==> src/sdep_pkg.sv <==
// constants for the serial converter and expander command port
// assumes the users import it whole; no logic lives here
package sdep_pkg;

  // ===========================================================
  // frame layout
  localparam int FRAME_BITS = 16;
  localparam int OP_LSB = 0;
  localparam int OP_W = 4;
  localparam int DATA_LSB = 4;
  localparam int PAR_W = 12;
  localparam int CODE_W = 8;
  localparam int CHANNELS = 12;
  localparam int CNT_W = 5;

  // ===========================================================
  // command codes in frame bits 3:0
  localparam logic [3:0] OP_NOP = 4'h0;
  localparam logic [3:0] OP_DAC_FIRST = 4'h1;
  localparam logic [3:0] OP_DAC_LAST = 4'hc;
  localparam logic [3:0] OP_PAR_OUT = 4'hd;
  localparam logic [3:0] OP_SETUP = 4'he;
  localparam logic [3:0] OP_PAR_IN = 4'hf;

  // ===========================================================
  // reset values: codes at zero, pins inputs, outputs low
  localparam logic [7:0] CODE_RST = 8'h00;
  localparam logic [11:0] SETUP_RST = 12'h000;
  localparam logic [11:0] DOUT_RST = 12'h000;
  localparam logic [4:0] CNT_RST = 5'h00;
  localparam logic [15:0] SR_RST = 16'h0000;

  // frame tracker, gray coded along idle -> frame -> idle
  typedef enum logic [1:0] {
    SDEP_IDLE = 2'b00,
    SDEP_FRAME = 2'b01
  } sdep_state_t;

endpackage

==> src/sdep_port.sv <==
// serial command port of a twelve channel d/a with io expander
// assumes cs, sclk, sdi and parallel pins are asynchronous to clk_in
// and that the serial clock is far slower than clk_in
// every pin edge is seen about three clocks late, so results and the
// serial output trail the pins by that much
`timescale 1ns/10ps
// Behaviour
// [RL1] bits are accepted only after chip select falls
// [RL2] sixteen bits per frame; command runs at chip select rise
// [RL3] converter command loads the addressed channel code at rise
// [RL4] expander output command drives the output pins at rise
// [RL5] setup write latches pin directions at rise
// [RL6] parallel-to-serial command is accepted at chip select rise
// [RL7] next chip select fall captures input pins into bits 4..15
// [RL8] captured bits leave serial output on falling clock edges
// [RL9] input sampled on rising clock edges while chip select low
module sdep_port
#(
  parameter int NCH = sdep_pkg::CHANNELS
) (
  input wire logic clk_in,
  input wire logic rst_in,
  input wire logic cs_n_in,
  input wire logic sclk_in,
  input wire logic sdi_in,
  input wire logic [sdep_pkg::PAR_W-1:0] par_in,
  output logic so_out,
  output logic so_oe_out,
  output logic [sdep_pkg::PAR_W-1:0] par_out,
  output logic [sdep_pkg::PAR_W-1:0] par_oe_out,
  output logic [NCH*sdep_pkg::CODE_W-1:0] dac_code_out,
  output logic [sdep_pkg::PAR_W-1:0] setup_out
);
  import sdep_pkg::*;

  logic [2:0] pins_s;
  logic [PAR_W-1:0] par_s;
  logic cs_d;
  logic sclk_d;
  sdep_state_t state;
  sdep_state_t next_state;
  logic [FRAME_BITS-1:0] sr;
  logic [FRAME_BITS-1:0] so_sr;
  logic [CNT_W-1:0] cnt;
  logic capture_pend;
  logic [CODE_W-1:0] code [NCH];

  // ===========================================================
  // edge helpers: one level compare per direction, shared by both
  // pins, so the two detectors of each direction cannot drift apart
  function automatic logic went_low(input logic was, input logic now);
    return was && !now;
  endfunction

  function automatic logic went_high(input logic was, input logic now);
    return !was && now;
  endfunction

  // ===========================================================
  // synchronisers: cs idles high, so it resets high
  sdep_sync #(.WIDTH(3)) u_pins (
    .clk_in(clk_in),
    .rst_in(rst_in),
    .async_in({cs_n_in, sclk_in, sdi_in}),
    .rst_val_in(3'b100),
    .sync_out(pins_s)
  );

  sdep_sync #(.WIDTH(PAR_W)) u_par (
    .clk_in(clk_in),
    .rst_in(rst_in),
    .async_in(par_in),
    .rst_val_in(SETUP_RST),
    .sync_out(par_s)
  );

  // ===========================================================
  // edge detection and command decode
  wire cs_s = pins_s[2];
  wire sclk_s = pins_s[1];
  wire sdi_s = pins_s[0];
  wire cs_fall = went_low(cs_d, cs_s); // [RL1]
  wire cs_rise = went_high(cs_d, cs_s);
  wire sclk_rise = went_high(sclk_d, sclk_s) && !cs_s; // [RL9]
  wire sclk_fall = went_low(sclk_d, sclk_s) && !cs_s;
  wire [OP_W-1:0] op = sr[OP_LSB +: OP_W];
  wire [PAR_W-1:0] data = sr[DATA_LSB +: PAR_W];
  // short or long frames are dropped: the shift register holds junk
  wire frame_ok = (cnt == CNT_W'(FRAME_BITS)); // [RL2]
  wire exec = cs_rise && (state == SDEP_FRAME) && frame_ok; // [RL2]
  wire is_dac = (op >= OP_DAC_FIRST) && (op <= OP_DAC_LAST);
  wire [OP_W-1:0] ch = op - OP_DAC_FIRST;
  // a narrower build ignores channels it does not have
  wire ch_ok = (int'(ch) < NCH);
  wire do_par_out = exec && (op == OP_PAR_OUT);
  wire do_setup = exec && (op == OP_SETUP);
  wire do_par_in = exec && (op == OP_PAR_IN); // [RL6]

  // ===========================================================
  // frame tracker
  always_comb begin
    next_state = state;
    case (state)
      SDEP_IDLE: begin
        if (cs_fall) begin
          next_state = SDEP_FRAME;
        end
      end
      SDEP_FRAME: begin
        if (cs_rise) begin
          next_state = SDEP_IDLE;
        end
      end
      default: begin
        next_state = SDEP_IDLE;
      end
    endcase
  end

  // ===========================================================
  // delayed levels, state and bit counter (saturates)
  // saturating one past sixteen keeps a long frame from wrapping
  always_ff @(posedge clk_in or posedge rst_in) begin
    if (rst_in) begin
      cs_d <= 1'b1;
      sclk_d <= 1'b0;
      state <= SDEP_IDLE;
      cnt <= CNT_RST;
    end else begin
      cs_d <= cs_s;
      sclk_d <= sclk_s;
      state <= next_state;
      if (cs_fall) begin
        cnt <= CNT_RST;
      end else if (sclk_rise && cnt <= CNT_W'(FRAME_BITS)) begin
        cnt <= cnt + CNT_W'(1);
      end
    end
  end

  // input shift register, first bit ends in bit 15
  // only inside a frame, so a stray clock between frames shifts nothing
  always_ff @(posedge clk_in or posedge rst_in) begin
    if (rst_in) begin
      sr <= SR_RST;
    end else if (sclk_rise && state == SDEP_FRAME) begin
      sr <= {sr[FRAME_BITS-2:0], sdi_s}; // [RL9]
    end
  end

  // ===========================================================
  // parallel capture armed by the command, taken at next cs fall
  // pins are sampled after their sync, so they must settle before it
  always_ff @(posedge clk_in or posedge rst_in) begin
    if (rst_in) begin
      capture_pend <= 1'b0;
      so_sr <= SR_RST;
    end else begin
      if (do_par_in) begin
        capture_pend <= 1'b1; // [RL6]
      end else if (cs_fall) begin
        capture_pend <= 1'b0;
      end
      if (cs_fall && capture_pend) begin
        so_sr <= {par_s, OP_NOP}; // [RL7]
      end else if (sclk_fall) begin
        so_sr <= {so_sr[FRAME_BITS-2:0], 1'b0}; // [RL8]
      end
    end
  end

  // serial output: driven only inside a frame
  // floating between frames lets another device share the line
  always_ff @(posedge clk_in or posedge rst_in) begin
    if (rst_in) begin
      so_out <= 1'b0;
      so_oe_out <= 1'b0;
    end else begin
      so_oe_out <= !cs_s;
      if (cs_fall && capture_pend) begin
        so_out <= par_s[PAR_W-1]; // [RL7]
      end else if (sclk_fall) begin
        so_out <= so_sr[FRAME_BITS-2]; // [RL8]
      end
    end
  end

  // ===========================================================
  // expander outputs and setup register
  always_ff @(posedge clk_in or posedge rst_in) begin
    if (rst_in) begin
      par_out <= DOUT_RST;
      setup_out <= SETUP_RST;
      par_oe_out <= SETUP_RST;
    end else begin
      if (do_par_out) begin
        par_out <= data; // [RL4]
      end
      if (do_setup) begin
        setup_out <= data; // [RL5]
        par_oe_out <= data; // [RL5]
      end
    end
  end

  // ===========================================================
  // converter codes, one register per channel
  always_ff @(posedge clk_in or posedge rst_in) begin
    if (rst_in) begin
      for (int i = 0; i < NCH; i++) begin
        code[i] <= CODE_RST;
      end
    end else if (exec && is_dac && ch_ok) begin
      code[ch] <= data[CODE_W-1:0]; // [RL3]
    end
  end

  // flatten the code registers onto the output bus
  // plain wiring: every slice still comes straight from a flip-flop
  always_comb begin
    for (int i = 0; i < NCH; i++) begin
      dac_code_out[i*CODE_W +: CODE_W] = code[i];
    end
  end
endmodule

==> src/sdep_sync.sv <==
// two flip-flop synchroniser for a bundle of pin levels
// assumes the inputs are asynchronous to clk_in
`timescale 1ns/10ps
module sdep_sync #(
  parameter int WIDTH = 1
) (
  input wire logic clk_in,
  input wire logic rst_in,
  input wire logic [WIDTH-1:0] async_in,
  input wire logic [WIDTH-1:0] rst_val_in,
  output logic [WIDTH-1:0] sync_out
);
  logic [WIDTH-1:0] meta;
  logic [WIDTH-1:0] held;

  // ===========================================================
  // both stages hold the level xor its idle value, so a cleared pair
  // reads back as the idle level and no false edge follows reset
  always_ff @(posedge clk_in or posedge rst_in) begin
    if (rst_in) begin
      meta <= '0;
      held <= '0;
    end else begin
      meta <= async_in ^ rst_val_in;
      held <= meta;
    end
  end

  // undo the inversion; only the second stage is read
  assign sync_out = held ^ rst_val_in;
endmodule

==> config.mk <==
export PLATFORM = sky130hd
export DESIGN_NAME = sdep_port
export DESIGN_NICKNAME = d
export VERILOG_FILES = /design/src/sdep_pkg.sv /design/src/sdep_port.sv /design/src/sdep_sync.sv
export SDC_FILE = /design/constraint.sdc
export NUM_CORES = 1
export LEC_CHECK = 0
export ABC_AREA = 1
export BUFFER_PORTS_ARGS = -buffer_cell sky130_fd_sc_hd__buf_2
export CAP_MARGIN = 5
export CORE_ASPECT_RATIO = 1.4
export CORE_MARGIN = 2
export CORE_UTILIZATION = 50
export CTS_CLUSTER_SIZE = 12
export DETAILED_ROUTE_END_ITERATION = 8
export PLACE_DENSITY = 0.7
export SLEW_MARGIN = 40
export SYNTH_ARGS = -nofsm -noshare
export SYNTH_HDL_FRONTEND = slang
export SYNTH_SLANG_ARGS = --single-unit
==> constraint.sdc <==
create_clock -name clk_in -period 6.95 [get_ports clk_in]
set_input_delay 0.3475 -clock clk_in [delete_from_list [all_inputs] [get_ports clk_in]]
set_output_delay 0.3475 -clock clk_in [all_outputs]
set_load 0.05 [all_outputs]
==> results <==
- The run finished with clean final reports.
- The slack of the worst reg-to-reg path is ~4.5 ns.
- The transition time at the pin with the least slew margin is ~0.74 ns.
- The number of clock sinks is approximately 190.
- In this design, the stage delay of the slowest critical-path cell is 0.61 ns.
- Counting every instance in the synthesized netlist gives 764.
- The post-layout instance area is 8840 µm².
- The netlist uses 29 different library cells.
- The count of cells resized by post-cts repair is 0.
- For the worst-skew pair, the clock arrives at the later sink with an insertion delay of 0.42 ns.
- The detail route stage leaves a number of antenna-violating nets equal to 0.
- The initial antenna violation count was 0.
- The clock passes through at most 2 buffers.
- In this run, the number of DRC markers left after iteration 0 of detailed routing was 400.
- The detailed-route wire length is 17.2 mm.
- The worst path uses 35.9% of the clock period.
- Walking the worst path, the cells encountered are nand2_4, inv_2, nand2_1, nand2_1, inv_2, buf_4, nand3_1, nand2_1, nand2_1.
- TritonCTS built the clock tree.
- The cell type with the largest total area after synthesis is sky130_fd_sc_hd__dfrtp_1.
- The pre-CTS setup slack is about 4.1 ns.
- The number of enable flip-flop cells after synthesis is 0.
- Across every metal layer, demand over resource in global routing totals 22.6%.
- Of the post-synthesis cell area, the dominant cell type holds approximately three fifths.
- Setup violations remaining at the end of the flow were counted as 0.
- The initialized floorplan defines 53 standard-cell rows.
- STA puts the critical path data arrival time at 2.79 ns.
- The most used flip-flop cell after synthesis is sky130_fd_sc_hd__dfrtp_1.
- In the final design database the tool counted about 900 nets.
- For this configuration, the core starts out at a cell density of between 50 and 60%.
- The worst reg-to-reg path cell count is 9.
- In this run the worst path has a maximum fanout of 81.
- The I/O pin count is 151.
- From synthesis to final layout, the design area changed by 16.8%.
- Of the total power, the clock network draws 42.8%.
- The post-place instance area is just over 8000 µm².
- The number of global-route vias before repair is 5412.
- The final hold violation count is 0.
- Entering global routing, the biggest net connects roughly 110 pins.
- After synthesis the netlist holds a flip-flop and latch count of 188.
- The worst setup path is launched from a flip-flop.
- The half-perimeter wire length after detailed placement is about 11 mm.
- The fraction of power consumed by combinational cells is 9.4%.
- The routed wirelength normalized by instance count is roughly 16 µm.
- The combined area of all synthesized cells is 7570 µm².
- After clock tree synthesis, the flow added hold-fix buffers numbering 0.
- The total number of H-tree levels is 4.
- The post-synthesis net count is 783.
- The yosys synthesis warning count is 0.
- In the synthesized netlist, the cells that appear most often are sky130_fd_sc_hd__nand2_1, sky130_fd_sc_hd__dfrtp_1, sky130_fd_sc_hd__nand4_1.
- The cell family with the largest share of critical-path delay is simple AND/OR/NAND/NOR gates.
- The highest clock rate is between 400 and 500 MHz.
- In this run the clock root is driven by a sky130_fd_sc_hd__clkbuf_16.
- The net switching power of the design is 0.665 mW.
- Measured against its own limit, the worst slew margin works out to 50.6%.
- Using the TritonRoute via totals, the vias-per-cell ratio works out to around 5.3.
- After global routing the overflow that remains totals 0.
- The final clock skew is 0.00799 ns.
- Post-CTS timing repair inserted 0 buffers for setup.
- The first global-routing pass estimated 28.1 mm of wire.
- The startpoint identified for the worst register-to-register timing path is sr[2].
- Setup repair after global routing left no endpoint under its margin.
- The post-CTS clock slew at the launch and capture registers of the worst setup and hold paths is ~0.070 ns.
- The core area is 14900 µm².
- In this run the power density over the cells is 282 nW/µm².
- In this run the worst hold path is classified as input pin to flip-flop.
- The dominant cell by count in the synthesized netlist is sky130_fd_sc_hd__nand2_1.
- Cells with a size suffix above 1 make up 22.5% of the layout.
- The critical path ends at dac_code_out[24].
- The repair_antennas step left the layout with diodes totalling 0.
- The worst setup path is captured at a flip-flop.
- Port buffering added 150 buffers.
- The congestion estimate from routability-driven global placement came to 0.777.
- Counting both buffers and inverters, the worst setup path holds a total of 3.
- The shortest clock period the worst path allows after layout is 2.49 ns.
- Among the stages of the critical path, the cell type that occurs most often is sky130_fd_sc_hd__nand2_1.
- After layout, the worst setup slack is 4.46 ns.
- For this run, design rule violations remaining after detail routing come to 0.
- The critical path runs through a total of 9 cells.
- Tracing the worst setup path back leads to its startpoint at sr[2].
- Clock tree synthesis inserted a total of 17 buffers.
- The fraction of registers with async set or reset after synthesis is 100%.
- The chip width is 108 µm.
- Sequential elements use 62.2% of the synthesized area.
- The floorplan step defined a die boundary enclosing around 16000 µm².
- The first-pass iteration count of the detailed router is 5.
- For this design, the slowest cell found on the critical path is sky130_fd_sc_hd__buf_4.
- In this run the mean area of a mapped cell was 9.91 µm².
- Across the run, the number of max-cap violations was 0.
- The destination of the worst register-to-register timing path is dac_code_out[24].
- The internal portion of total power is roughly 1.8 mW.
- The static leakage is 4.83 nW.
- The worst IR drop on VDD is 181 µV.
- From bottom edge to top edge, the die measures 150 µm.
- Sequential cells account for around 48% of the total power.
- After routing, the total negative slack on setup checks comes to 0 ns.
- The start-to-end type of the worst setup path is flip-flop to flip-flop.
- Of the total power, the share spent switching nets is 26.7%.
- The via count is 5735.
- The critical path data required time is 7.25 ns.
- The final number of max-transition violations is 0.
- Yosys attributes the largest share of cell area to sky130_fd_sc_hd__dfrtp_1, sky130_fd_sc_hd__nand2_1, sky130_fd_sc_hd__nand4_1, sky130_fd_sc_hd__o21ai_0, sky130_fd_sc_hd__buf_6.
[power by group through the flow]
stage          Combinational [mW]  Clock (mW)  Sequential (mW)
2_1_floorplan               0.265           0             1.17
3_3_place_gp                0.230           0             1.21
3_5_place_dp                0.235           0             1.21
4_1_cts                     0.235        1.09             1.19
5_1_grt                     0.266        1.13             1.20
6_report                    0.234        1.07             1.19
[cell type report]
cell class	instances	area [µm²]
clock inverter	13	210
sequential	188	4710
inverter	45	176
fill	1351	6080
clock buffer	19	453
timing repair buffer	154	792
multi-input combinational	477	2270
tap	192	240
[how the worst min path moves through the flow]
| stage | start | cells after the start | slack [ns] | end |
|---|---|---|---|---|
| 2_1_floorplan | u_par.meta[0] | 0 | 0.33 | u_par.held[0] |
| 3_3_place_gp | u_par.meta[5] | 0 | 0.33 | u_par.held[5] |
| 3_5_place_dp | u_par.meta[2] | 0 | 0.33 | u_par.held[2] |
| 4_1_cts | par_in[5] | 1 | 0.01 | u_par.meta[5] |
| 5_1_grt | par_in[2] | 1 | 0.008 | u_par.meta[2] |
| 6_report | par_in[10] | 1 | 0.03 | u_par.meta[10] |
[routing by layer]
metal / routed length (µm) / track usage (%) / vias to the layer above
met5: 0 / 0 / -
met4: 359 / 9.10 / 0
met3: 1010 / 4.66 / 25
met2: 8760 / 36.4 / 164
met1: 7110 / 30.0 / 2770
li1: - / - / 2776
[flip-flops by register name (all words and copies together), names as in the netlist]
register and count:
u_pins.held 3, setup_out 12, cs_d 1, sclk_d 1, par_out 12, so_out 1, sr 16, cnt 5
dac_code_out 96, u_par.meta 12, so_oe_out 1, u_par.held 12, state 1, capture_pend 1, so_sr 11, u_pins.meta 3
[stage by stage]
step	power [mW]	hold WS, ns	cells	util, %
2_1_floorplan	1.43	0.331	764	-
3_3_place_gp	1.44	0.332	1055	54.7
3_5_place_dp	1.45	0.335	1055	54.7
4_1_cts	2.52	0.0100	1087	59.2
5_1_grt	2.60	0.00777	1088	59.3
6_report	2.50	0.0291	1088	59.3
[logic make-up (layout without fill, tap and decap cells)]
| logic type | after synthesis | in the layout | synth area share (%) |
|---|---|---|---|
| and+or+nand+nor | 399 | 399 | 24.2 |
| DFF | 188 | 188 | 62.2 |
| buffers and inverters | 99 | 231 | 7.98 |
| AOI/OAI and AO/OA | 73 | 73 | 4.93 |
| xor gates and xnor gates | 3 | 3 | 0.347 |
| adders and majority gates | 2 | 2 | 0.331 |
[cells in the final DEF (no fill, tap or decap), types with 2 or more instances in the layout]
cell type / n
sky130_fd_sc_hd__clkbuf_8: 2
sky130_fd_sc_hd__dfrtp_1: 187
sky130_fd_sc_hd__inv_6: 2
sky130_fd_sc_hd__buf_2: 150
sky130_fd_sc_hd__nor2_2: 2
sky130_fd_sc_hd__clkinv_2: 2
sky130_fd_sc_hd__a21oi_1: 4
sky130_fd_sc_hd__nor2_1: 9
sky130_fd_sc_hd__clkbuf_16: 17
sky130_fd_sc_hd__nand2_1: 257
sky130_fd_sc_hd__nand4_1: 96
sky130_fd_sc_hd__nand3_2: 2
sky130_fd_sc_hd__bufinv_16: 5
sky130_fd_sc_hd__clkinvlp_4: 2
sky130_fd_sc_hd__xor2_1: 3
sky130_fd_sc_hd__clkinv_1: 9
sky130_fd_sc_hd__clkinv_4: 2
sky130_fd_sc_hd__inv_2: 4
sky130_fd_sc_hd__o21ai_0: 66
sky130_fd_sc_hd__nor3_1: 4
sky130_fd_sc_hd__nor2_4: 2
sky130_fd_sc_hd__inv_1: 31
sky130_fd_sc_hd__buf_4: 2
sky130_fd_sc_hd__nand3_1: 22
sky130_fd_sc_hd__ha_1: 2
(Power assumes the default switching activity.)
